`src/hdl/port_latch_map.svh`:
```
// Register offsets, reset values and field positions of the port block
`ifndef PORT_LATCH_MAP_SVH
`define PORT_LATCH_MAP_SVH
`define PORT_ZERO_OFS 8'h80
`define PORT_ONE_OFS 8'h90
`define PORT_TWO_OFS 8'ha0
`define PORT_THREE_OFS 8'hb0
`define PORT_CTRL_OFS 8'hc0
`define PORT_PIN_BASE_OFS 8'hd0
`define PORT_LATCH_RESET 8'hff
`define PORT_CTRL_RESET 8'h00
`define CTRL_EXT_MEM_BIT 0
`define CTRL_PULSE_A_BIT 1
`define CTRL_PULSE_B_BIT 2
`define CTRL_PULSE_CLK_BIT 3
`define PULSE_A_POS 5
`define PULSE_B_POS 6
`define PULSE_CLK_POS 7
`define LANE0_LO 0
`define LANE0_HI 7
`endif

```
`src/hdl/port_latch_pkg.sv`:
```
// Types shared by the port block
package port_latch_pkg;
	typedef enum logic [2:0] {
		bus_idle = 3'b001,
		bus_ack = 3'b010,
		bus_done = 3'b100
	} bus_state_e;
	typedef logic [7:0] byte_t;
endpackage

```
`src/hdl/pin_sync_if.sv`:
```
// Carrier between the top and the pin synchroniser
`timescale 1ns/100ps
`default_nettype none
interface pin_sync_if #(parameter int WIDTH = 32);
	logic [WIDTH-1:0] raw;
	logic [WIDTH-1:0] synced;
	modport top (output raw, input synced);
	modport sync (input raw, output synced);
endinterface
`default_nettype wire

```
`src/hdl/pin_sync.sv`:
```
// Two-stage synchroniser for asynchronous pin levels
`timescale 1ns/100ps
`default_nettype none
module pin_sync #(
	parameter int WIDTH = 32
) (
	// Clock and reset
	input wire logic clock,
	input wire logic srst,
	// Pin levels
	pin_sync_if.sync pins
);
	logic [WIDTH-1:0] stage_one;
	logic [WIDTH-1:0] stage_two;
	// Refused while the design is built, not at run time
	if (WIDTH < 1) begin : g_bad_width
		$error("pin_sync width must be positive");
	end
	always_ff @(posedge clock) begin
		if (srst) begin
			stage_one <= '0;
			stage_two <= '0;
		end else begin
			stage_one <= pins.raw;
			stage_two <= stage_one;
		end
	end
	assign pins.synced = stage_two;
endmodule
`default_nettype wire

```
`src/hdl/port_pad.sv`:
```
// Output stage of one eight-bit port: pull-up style or open-drain style
`timescale 1ns/100ps
`default_nettype none
module port_pad #(
	parameter bit OPEN_DRAIN = 1'b0
) (
	// Clock and reset
	input wire logic clock,
	input wire logic srst,
	// Drive request
	input wire logic [7:0] level,
	input wire logic [7:0] push,
	// Pin drive
	output logic [7:0] pin_out,
	output logic [7:0] pin_oe,
	output logic [7:0] pull_up
);
	// Registered so every top output comes straight from a flip-flop
	always_ff @(posedge clock) begin
		if (srst) begin
			pin_out <= '0;
			pin_oe <= '0;
			pull_up <= '0;
		end else begin
			pin_out <= level & push;
			// A zero always sinks; a one drives only when push-pull is requested
			pin_oe <= ~level | push;
			pull_up <= OPEN_DRAIN ? 8'h00 : (level & ~push);
		end
	end
endmodule
`default_nettype wire

```
`src/hdl/quad_parallel_port_latches.sv`:
```
// Four eight-bit parallel ports with bit latches behind a Wishbone slave
`timescale 1ns/100ps
`default_nettype none
`include "port_latch_map.svh"
module quad_parallel_port_latches (
	// Clock and reset
	input wire logic clock,
	input wire logic srst,
	// Wishbone slave
	input wire logic wb_cyc_i,
	input wire logic wb_stb_i,
	input wire logic wb_we_i,
	input wire logic [7:0] wb_adr_i,
	input wire logic [3:0] wb_sel_i,
	input wire logic [31:0] wb_dat_i,
	output logic [31:0] wb_dat_o,
	output logic wb_ack_o,
	// External memory bus
	input wire logic ext_mem_active,
	input wire logic [7:0] ext_addr_data,
	input wire logic [15:0] ext_addr_upper,
	input wire logic ext_write_strobe,
	input wire logic ext_read_strobe,
	// On-chip peripheral outputs
	input wire logic pulse_out_a,
	input wire logic pulse_out_b,
	input wire logic spi_sclock_out,
	input wire logic spi_mosi_out,
	input wire logic spi_miso_out,
	input wire logic [2:0] spi_drive_en,
	input wire logic serial_transmit_out,
	// Peripheral inputs taken from pins
	output logic spi_sclock_in,
	output logic spi_mosi_in,
	output logic spi_miso_in,
	output logic spi_select_timer_two_clock,
	output logic timer_two_ext_control,
	output logic pulse_gen_ext_clock,
	output logic serial_receive,
	output logic ext_irq_a,
	output logic ext_irq_b,
	output logic timer_zero_input,
	output logic timer_one_input,
	// Port pins
	input wire logic [7:0] port_zero_pin_in,
	output logic [7:0] port_zero_pin_out,
	output logic [7:0] port_zero_pin_oe,
	input wire logic [7:0] port_one_pin_in,
	output logic [7:0] port_one_analog_sel,
	input wire logic [7:0] port_two_pin_in,
	output logic [7:0] port_two_pin_out,
	output logic [7:0] port_two_pin_oe,
	output logic [7:0] port_two_pull_up,
	input wire logic [7:0] port_three_pin_in,
	output logic [7:0] port_three_pin_out,
	output logic [7:0] port_three_pin_oe,
	output logic [7:0] port_three_pull_up
);
	port_latch_pkg::byte_t port_zero_latch;
	port_latch_pkg::byte_t port_one_latch;
	port_latch_pkg::byte_t port_two_latch;
	port_latch_pkg::byte_t port_three_latch;
	port_latch_pkg::byte_t port_ctrl;
	port_latch_pkg::bus_state_e bus_state;
	port_latch_pkg::byte_t next_read;
	port_latch_pkg::byte_t lane;
	logic [7:0] pin_zero_s, pin_one_s, pin_two_s, pin_three_s;
	logic bus_req;
	logic bus_write;
	logic [7:0] two_level, two_push, three_level, three_push, zero_level, zero_push;
	logic [7:0] ext_lo;

	pin_sync_if #(.WIDTH(32)) pins ();

	// Pin levels are asynchronous; synchronised before reads or peripherals see them
	assign pins.raw = {port_three_pin_in, port_two_pin_in, port_one_pin_in, port_zero_pin_in};
	pin_sync #(.WIDTH(32)) u_sync (
		.clock(clock),
		.srst(srst),
		.pins(pins)
	);
	assign pin_zero_s = pins.synced[7:0];
	assign pin_one_s = pins.synced[15:8];
	assign pin_two_s = pins.synced[23:16];
	assign pin_three_s = pins.synced[31:24];

	assign bus_req = wb_cyc_i && wb_stb_i && (bus_state == port_latch_pkg::bus_idle);
	assign bus_write = bus_req && wb_we_i && wb_sel_i[0];
	assign lane = wb_dat_i[`LANE0_HI:`LANE0_LO];

	// One wait state, then ack for one cycle, then a gap while the master releases
	always_ff @(posedge clock) begin
		if (srst) begin
			bus_state <= port_latch_pkg::bus_idle;
		end else begin
			case (bus_state)
				port_latch_pkg::bus_idle: begin
					if (wb_cyc_i && wb_stb_i) begin
						bus_state <= port_latch_pkg::bus_ack;
					end
				end
				port_latch_pkg::bus_ack: begin
					bus_state <= port_latch_pkg::bus_done;
				end
				port_latch_pkg::bus_done: begin
					bus_state <= port_latch_pkg::bus_idle;
				end
				default: begin
					bus_state <= port_latch_pkg::bus_idle;
				end
			endcase
		end
	end

	always_ff @(posedge clock) begin
		if (srst) begin
			wb_ack_o <= 1'b0;
		end else begin
			wb_ack_o <= bus_req;
		end
	end

	// Latch offsets read the latch, used by modify-write sequences; pin offsets read pins
	always_comb begin
		next_read = 8'h00;
		case (wb_adr_i)
			`PORT_ZERO_OFS: next_read = port_zero_latch;
			`PORT_ONE_OFS: next_read = port_one_latch;
			`PORT_TWO_OFS: next_read = port_two_latch;
			`PORT_THREE_OFS: next_read = port_three_latch;
			`PORT_CTRL_OFS: next_read = port_ctrl;
			`PORT_PIN_BASE_OFS: next_read = pin_zero_s;
			`PORT_PIN_BASE_OFS + 8'h04: next_read = pin_one_s;
			`PORT_PIN_BASE_OFS + 8'h08: next_read = pin_two_s;
			`PORT_PIN_BASE_OFS + 8'h0c: next_read = pin_three_s;
			default: next_read = 8'h00;
		endcase
	end

	always_ff @(posedge clock) begin
		if (srst) begin
			wb_dat_o <= 32'h0000_0000;
		end else if (bus_req && !wb_we_i) begin
			wb_dat_o <= {24'h00_0000, next_read};
		end
	end

	// Bit writes arrive as whole bytes; software merges into the latch value it read
	always_ff @(posedge clock) begin
		if (srst) begin
			port_zero_latch <= `PORT_LATCH_RESET;
		end else if (ext_mem_active) begin
			port_zero_latch <= `PORT_LATCH_RESET;
		end else if (bus_write && wb_adr_i == `PORT_ZERO_OFS) begin
			port_zero_latch <= lane;
		end
	end

	always_ff @(posedge clock) begin
		if (srst) begin
			port_one_latch <= `PORT_LATCH_RESET;
		end else if (bus_write && wb_adr_i == `PORT_ONE_OFS) begin
			port_one_latch <= lane;
		end
	end

	always_ff @(posedge clock) begin
		if (srst) begin
			port_two_latch <= `PORT_LATCH_RESET;
		end else if (bus_write && wb_adr_i == `PORT_TWO_OFS) begin
			port_two_latch <= lane;
		end
	end

	always_ff @(posedge clock) begin
		if (srst) begin
			port_three_latch <= `PORT_LATCH_RESET;
		end else if (bus_write && wb_adr_i == `PORT_THREE_OFS) begin
			port_three_latch <= lane;
		end
	end

	always_ff @(posedge clock) begin
		if (srst) begin
			port_ctrl <= `PORT_CTRL_RESET;
		end else if (bus_write && wb_adr_i == `PORT_CTRL_OFS) begin
			port_ctrl <= lane;
		end
	end

	// Port zero: latch value open-drain, or push-pull address/data in external mode
	assign ext_lo = ext_addr_data;
	always_comb begin
		if (ext_mem_active) begin
			zero_level = ext_lo;
			zero_push = 8'hff;
		end else begin
			zero_level = port_zero_latch;
			zero_push = 8'h00;
		end
	end

	port_pad #(.OPEN_DRAIN(1'b1)) u_pad_zero (
		.clock(clock),
		.srst(srst),
		.level(zero_level),
		.push(zero_push),
		.pin_out(port_zero_pin_out),
		.pin_oe(port_zero_pin_oe),
		.pull_up()
	);

	// Port two: address byte, pulse overrides, SPI drive, else latch with pull-up
	always_comb begin
		two_level = port_two_latch;
		two_push = 8'h00;
		if (ext_mem_active) begin
			two_level = ext_addr_upper[15:8];
			two_push = 8'hff;
		end else begin
			two_level[2:0] = port_two_latch[2:0] &
				(~spi_drive_en | {spi_miso_out, spi_mosi_out, spi_sclock_out});
			if (port_ctrl[`CTRL_PULSE_A_BIT]) begin
				two_level[`PULSE_A_POS] = pulse_out_a;
			end
			if (port_ctrl[`CTRL_PULSE_B_BIT]) begin
				two_level[`PULSE_B_POS] = pulse_out_b;
			end
		end
	end

	port_pad #(.OPEN_DRAIN(1'b0)) u_pad_two (
		.clock(clock),
		.srst(srst),
		.level(two_level),
		.push(two_push),
		.pin_out(port_two_pin_out),
		.pin_oe(port_two_pin_oe),
		.pull_up(port_two_pull_up)
	);

	// Port three: alternate outputs are gated by the latch so a zero latch holds low
	always_comb begin
		three_level = port_three_latch;
		three_push = 8'h00;
		three_level[1] = port_three_latch[1] & serial_transmit_out;
		three_level[6] = port_three_latch[6] & ~(ext_mem_active & ext_write_strobe);
		three_level[7] = port_three_latch[7] & ~(ext_mem_active & ext_read_strobe);
	end

	port_pad #(.OPEN_DRAIN(1'b0)) u_pad_three (
		.clock(clock),
		.srst(srst),
		.level(three_level),
		.push(three_push),
		.pin_out(port_three_pin_out),
		.pin_oe(port_three_pin_oe),
		.pull_up(port_three_pull_up)
	);

	// Peripheral inputs from synchronised pins; port three inputs need latch one
	always_ff @(posedge clock) begin
		if (srst) begin
			spi_sclock_in <= 1'b0;
			spi_mosi_in <= 1'b0;
			spi_miso_in <= 1'b0;
			spi_select_timer_two_clock <= 1'b0;
			timer_two_ext_control <= 1'b0;
			pulse_gen_ext_clock <= 1'b0;
			serial_receive <= 1'b0;
			ext_irq_a <= 1'b0;
			ext_irq_b <= 1'b0;
			timer_zero_input <= 1'b0;
			timer_one_input <= 1'b0;
		end else begin
			spi_sclock_in <= pin_two_s[0];
			spi_mosi_in <= pin_two_s[1];
			spi_miso_in <= pin_two_s[2];
			spi_select_timer_two_clock <= pin_two_s[3];
			timer_two_ext_control <= pin_two_s[4];
			pulse_gen_ext_clock <= port_ctrl[`CTRL_PULSE_CLK_BIT] & pin_two_s[`PULSE_CLK_POS];
			serial_receive <= pin_three_s[0] & port_three_latch[0];
			ext_irq_a <= pin_three_s[2] & port_three_latch[2];
			ext_irq_b <= pin_three_s[3] & port_three_latch[3];
			timer_zero_input <= pin_three_s[4] & port_three_latch[4];
			timer_one_input <= pin_three_s[5] & port_three_latch[5];
		end
	end

	// Port one never drives; the latch only chooses analog or digital input
	always_ff @(posedge clock) begin
		if (srst) begin
			port_one_analog_sel <= `PORT_LATCH_RESET;
		end else begin
			port_one_analog_sel <= port_one_latch;
		end
	end
endmodule
`default_nettype wire

```
`config.mk`:
```
export PLATFORM = sky130hd
export DESIGN_NAME = quad_parallel_port_latches
export DESIGN_NICKNAME = d
export VERILOG_FILES = /design/src/hdl/port_latch_pkg.sv /design/src/hdl/pin_sync_if.sv /design/src/hdl/pin_sync.sv /design/src/hdl/port_pad.sv /design/src/hdl/quad_parallel_port_latches.sv
export VERILOG_INCLUDE_DIRS = /design/src /design/src/hdl
export SDC_FILE = /design/constraint.sdc
export NUM_CORES = 1
export LEC_CHECK = 0
export ABC_AREA = 1
export BUFFER_PORTS_ARGS = -buffer_cell sky130_fd_sc_hd__buf_4
export CORE_ASPECT_RATIO = 1.2
export CORE_MARGIN = 2
export CORE_UTILIZATION = 45
export DETAILED_ROUTE_END_ITERATION = 7
export MAX_ROUTING_LAYER = met4
export PLACE_DENSITY = 0.76
export SYNTH_ARGS = -nofsm -noshare
export SYNTH_HDL_FRONTEND = slang
export SYNTH_SLANG_ARGS = --single-unit
```
`constraint.sdc`:
```
create_clock -name clock -period 1.23 [get_ports clock]
set_input_delay 0.123 -clock clock [delete_from_list [all_inputs] [get_ports clock]]
set_output_delay 0.123 -clock clock [all_outputs]
set_load 0.01 [all_outputs]
```
Yosys cells after proc, flatten, opt, wreduce, memory -nomap -nowiden --
Index checks and enable logic that the tools add are counted. W data, S select, Z words.
Word-level totals: output and inout bits 116, register bits 191, bits in latches 0, bits in read-only memories 0, RAM bits 0, memories 0
Cells by class: $lt $le $gt $ge 0, shift operators 0, div/mod/pow operators 0, add/sub/neg operators 0, multiplexer cells 11, reductions and logical operators 12, bitwise operators 25, multipliers 0, equal/unequal tests 12
Operators by type and width (count):
- $eq A8 B8 Y1 const B | 9
- $pmux W8 S9 | 1
- $not A8 Y8 | 4
- $and A8 B8 Y8 | 3
- $mux W8 | 2
- $or A8 B8 Y8 | 2
- $and A1 B1 Y1 | 11
- $logic_and A1 B1 Y1 | 10
- $mux W3 | 2
- $pmux W3 S2 | 1
- $mux W2 | 2
- $and A3 B3 Y3 | 1
- $eq A3 B1 Y1 const B | 1
- $eq A3 B2 Y1 const B | 1
- $mux W1 | 3
- $not A3 Y3 | 1
- $or A3 B3 Y3 | 1
- $ne A2 B2 Y1 const B | 1
- $not A1 Y1 | 2
- $reduce_or A2 Y1 | 1
- $logic_not A1 Y1 | 1

Longest topological paths before layout --
word-level depth 6, mapped depth 10, depth with buffers taken out 9

Hierarchy --
From an unflattened synthesis, not the netlist that was laid out.
Unflattened totals: cell total of the unflattened synthesis 941, area, all modules 7383.3 um^2
Modules (own cells, without submodules):
- quad_parallel_port_latches | area each 3629.7 um^2, times used 1, cells an instance 539
- pin_sync | area each 1840.5 um^2, times used 1, cells an instance 199
- port_pad (u_pad_three ...) | area each 689.4 um^2, times used 2, cells an instance 71
- port_pad (u_pad_zero) | area each 534.3 um^2, times used 1, cells an instance 61

Worst setup path before layout --
OpenSTA, ideal clock, no wires.
path type reg-to-reg, from register bus_state[0], to register port_ctrl[3], slack -0.086 ns, arrival time 1.200 ns, stages on the path, launching flop included 11, data required time 1.114 ns, path through dfxtp_1 -> inv_1 -> nor2_2 -> nand4_2 -> nor2_1 -> inv_2 -> nor2_4 -> inv_2 -> buf_6 -> o21ai_1 -> a21oi_1
On the way: cells in the longest elaborated chain, start to end 5
Ends and longest elaborated chain:
- from (decl) | line quad_parallel_port_latches.sv:64 | port_latch_pkg::bus_state_e bus_state;
- from (signal assigned) | line quad_parallel_port_latches.sv:94 | bus_state <= port_latch_pkg::bus_idle;
- from (signal assigned) | line quad_parallel_port_latches.sv:99 | bus_state <= port_latch_pkg::bus_ack;
- from (signal assigned) | line quad_parallel_port_latches.sv:103 | bus_state <= port_latch_pkg::bus_done;
- $eq A3 B1 Y1 | line quad_parallel_port_latches.sv:87 | assign bus_req = wb_cyc_i && wb_stb_i && (bus_state == port_latch_pkg::bus_idle);
- $logic_and A1 B1 Y1 | line quad_parallel_port_latches.sv:87
- $logic_and A1 B1 Y1 (2 in series) | line quad_parallel_port_latches.sv:88 | assign bus_write = bus_req && wb_we_i && wb_sel_i[0];
- $logic_and A1 B1 Y1 (no line)
- to (signal assigned) | line quad_parallel_port_latches.sv:185 | port_ctrl <= `PORT_CTRL_RESET;
- to (signal assigned) | line quad_parallel_port_latches.sv:187 | port_ctrl <= lane;
- to (decl) | line quad_parallel_port_latches.sv:63 | port_latch_pkg::byte_t port_ctrl;
No other way between the ends. A chain may end at the register's enable or synchronous reset.

Final worst setup path --
from register bus_state[0], to register wb_dat_o[6]
On the way: cells in the longest elaborated chain, start to end 3
Ends and longest elaborated chain:
- $eq A3 B1 Y1 | line quad_parallel_port_latches.sv:87
- $logic_and A1 B1 Y1 | line quad_parallel_port_latches.sv:87
- $logic_and A1 B1 Y1 | line quad_parallel_port_latches.sv:143 | end else if (bus_req && !wb_we_i) begin
- to (signal assigned) | line quad_parallel_port_latches.sv:144 | wb_dat_o <= {24'h00_0000, next_read};
- to (decl) | line quad_parallel_port_latches.sv:16 | output logic [31:0] wb_dat_o,
No other way between the ends.

==> results.sh <==
export IMPL_status="finished with violations"
export IMPL_violations="negative setup slack"
export IMPL_cts_root_buf="clkbuf_16"
export IMPL_p_int_mw=9.62
export IMPL_grt_busiest_layer="met2"
export IMPL_endpoint_kind="register"
export IMPL_worstPathMaxFanout=8
export IMPL_fp_row_count=49
export IMPL_grtUsageMet3_pct=6.71
export IMPL_die_area_um2=16000
export IMPL_synth_main_ff_cell="dfxtp_1"
export IMPL_cp_arrival_ps=1700
export IMPL_start_kind="register"
export IMPL_leakage_nw=4.71
export IMPL_clkPwrFrac_pct=39.7
export IMPL_cap_violations=0
export IMPL_synth_edf_count=0
export IMPL_max_vdd_ir_drop_v=0.000887
export IMPL_setup_ws_ps=-110
export IMPL_die_h_um=138
export IMPL_crit_required_ps=1590
export IMPL_antenna_cells=0
export IMPL_antenna_found_initial=0
export IMPL_gp_congestion=0.996
export IMPL_overflow=0
export IMPL_slowest_delay_ps=330
export IMPL_totalWireLength_mm=17.3
export IMPL_dp_hpwl_mm=12.1
export IMPL_swShare_pct=23.2
export IMPL_cts_sinks=191
export IMPL_numPortBuffers=165
export IMPL_hp_start="spi_sclock_out"
export IMPL_cp_startpoint="bus_state[0]$_SDFFE_PP1P_"
export IMPL_cts_htree_levels=4
export IMPL_crit_type="reg2reg"
export IMPL_synth_most_common_cell="dfxtp_1"
export IMPL_hold_violations=0
export IMPL_grt_max_degree=67
export IMPL_place_ws_ps=-225
export IMPL_p_sw_mw=2.91
export IMPL_critPathTopFamily="buffers and inverters"
export IMPL_met1_usage_pct=23.2
export IMPL_crit_path_cell_trace="inv_2 -> nor2_2 -> nand4_2 -> buf_4 -> buf_6 -> nor2_4 -> buf_6 -> nand2_1 -> a21oi_1"
export IMPL_drt_first_iter_violations=408
export IMPL_crit_buf_inv=4
export IMPL_pin_count=233
export IMPL_area_growth_pct=42.1
export IMPL_nets=1222
export IMPL_ant_nets=0
export IMPL_drtPass1Iterations=6
export IMPL_cts_buffers=17
export IMPL_coreArea_um2=14800
export IMPL_grt_usage_pct=22.1
export IMPL_ys_warn_count=0
export IMPL_placed_cell_area_um2=8330
export IMPL_post_synth_num_cell_types=26
export IMPL_cts_buffer_depth=2
export IMPL_synth_cell_area_um2=6770
export IMPL_ys_seq_area_share_pct=56.5
export IMPL_via_per_inst=4.52
export IMPL_clock_skew_ps=8.05
export IMPL_multiInputGateArea_um2=2240
export IMPL_synth_top_cell_by_area="dfxtp_1"
export IMPL_crit_top_cell="buf_6"
export IMPL_hold_class="in2reg"
export IMPL_yosys_top_cells_area="dfxtp_1, nor2_1, nand2_1, nand3_1, inv_1"
export IMPL_die_w_um=116
export IMPL_comb_power_share_pct=8.9
export IMPL_clkLatencyLatePin_ps=420
export IMPL_ys_async_sr_fraction_pct=0
export IMPL_max_freq_mhz=746
export IMPL_drcViolationCount=0
export IMPL_clk_pin_slew_ps=70
export IMPL_power_frac_seq_pct=51.4
export IMPL_post_route_min_period_ps=1340
export IMPL_stdcell_area_um2=9620
export IMPL_cp_slowest_cell="dfxtp_2"
export IMPL_register_area_um2=3820
export IMPL_rsz0062_at_grt="true"
export IMPL_cts_tree="done"
export IMPL_p_per_area_nw_per_um2=1300
export IMPL_initial_core_util_pct=45.6
export IMPL_synth_common_cells="dfxtp_1, nor2_1, nand2_1, inv_1, nand3_1"
export IMPL_drv_slew=0
export IMPL_fin_crit_sh_pct=109
export IMPL_r2r_start="bus_state[0]$_SDFFE_PP1P_"
export IMPL_grt_pass1_vias=5736
export IMPL_setup_viol=47
export IMPL_final_fill_count=1266
export IMPL_postSynthAreaPerCell_um2=8.03
export IMPL_drive_gt1_share_pct=24.4
export IMPL_use_met2_pct=38.1
export IMPL_wire_per_inst_um=13.1
export IMPL_fin_util_pct=64.8
export IMPL_dr_total_vias=5970
export IMPL_grt_pass1_wl_mm=26.9
export IMPL_synth_top_area_share_pct=56.5
export IMPL_netlist_instances=843
export IMPL_synth_seq_cells=191
worst min-delay path, stage by stage:
cell and delay [ps]:
buf_4 80, inv_1 30, nand2_1 70, nand2_1 50
nor2_1 70
stage by stage:
stage / TNS, ps / power (mW) / hold WS [ps] / instances
finish: -2890 / 12.5 / 22.9 / 1322
global placement: -6670 / 7.48 / 312 / 1218
global route: -6410 / 13.0 / 35.1 / 1322
detailed placement: -8150 / 7.50 / 318 / 1218
CTS: -2630 / 12.6 / 10.9 / 1321
floorplan: -1170 / 7.06 / 219 / 874
cell families after synthesis:
kind of cell / Yosys count / synth area share [%]
DFF: 191 / 56.5
and+or+nand+nor: 412 / 26.5
buffers and inverters: 185 / 12.5
other: 1 / 0.0554
AOI/OAI and AO/OA: 54 / 4.46
registers in the layout (all words and copies together), names as in the netlist, 3 cells and up:
signal and flops:
bus_state 3, u_pad_two.pin_out 8, u_pad_three.pull_up 8, u_sync.pins.synced 32
u_pad_zero.pin_out 8, u_pad_two.pull_up 8, u_pad_three.pin_oe 8, port_one_analog_sel 8
u_pad_zero.pin_oe 8, u_sync.stage_one 32, port_two_latch 8, port_three_latch 8
port_zero_latch 8, wb_dat_o 8, u_pad_two.pin_oe 8, port_ctrl 8
port_one_latch 8
layout by cell type, fill, tap and decap left out, types with 5 or more instances in the layout:
cell type	instances
buf_4	201
dfxtp_1	190
nor2_1	151
nand2_1	138
inv_1	111
nand3_1	87
dlygate4sd3_1	67
conb_1	32
a21oi_1	26
clkbuf_16	17
nor2_4	13
o211ai_1	11
o21ai_1	9
inv_2	6
nor3_1	5
power by group through the flow:
stage          Sequential, mW  Combinational [mW]  Clock [mW]
4_1_cts                  6.44                1.10        5.06
3_5_place_dp             6.58               0.922           0
5_1_grt                  6.45                1.22        5.31
3_3_place_gp             6.57               0.911           0
2_1_floorplan            6.61               0.443           0
6_report                 6.44                1.12        4.97
path summary, 6_finish.rpt:
path	end	slack (ps)	cells after the start
worst max-delay path	wb_dat_o[6]$_SDFFE_PP0P_	-110	9
worst min-delay path	u_pad_two.pull_up[0]$_SDFF_PP0_	20	5
worst max register to register	wb_dat_o[6]$_SDFFE_PP0P_	-110	9
worst min register to register	u_sync.pins.synced[12]$_SDFF_PP0_	400	2
layer usage:
metal	wire, um	share of wire, %	vias up
li1	-	-	3048
met1	6730	39	2623
met2	8730	50	255
met3	1320	7.6	44
met4	550	3.2	0
met5	0	0	-
area by class of cell:
type | count | share of cell area [%]
clock buffer | 22 | 4.72
clock inverter | 10 | 0.833
inverter | 121 | 4.80
multi-input combinational | 498 | 23.3
sequential | 191 | 39.8
tap | 204 | 2.65
timing repair buffer | 276 | 24.0
repair_timing:
action                     CTS  global route
pin swaps                    5             3
hold buffers                67             0
hold endpoints to repair    97             0
setup buffers                4             1
gates resized for setup     10             8
gates cloned                 0             0
setup endpoints to repair   45            48
(Power assumes the default switching activity.)
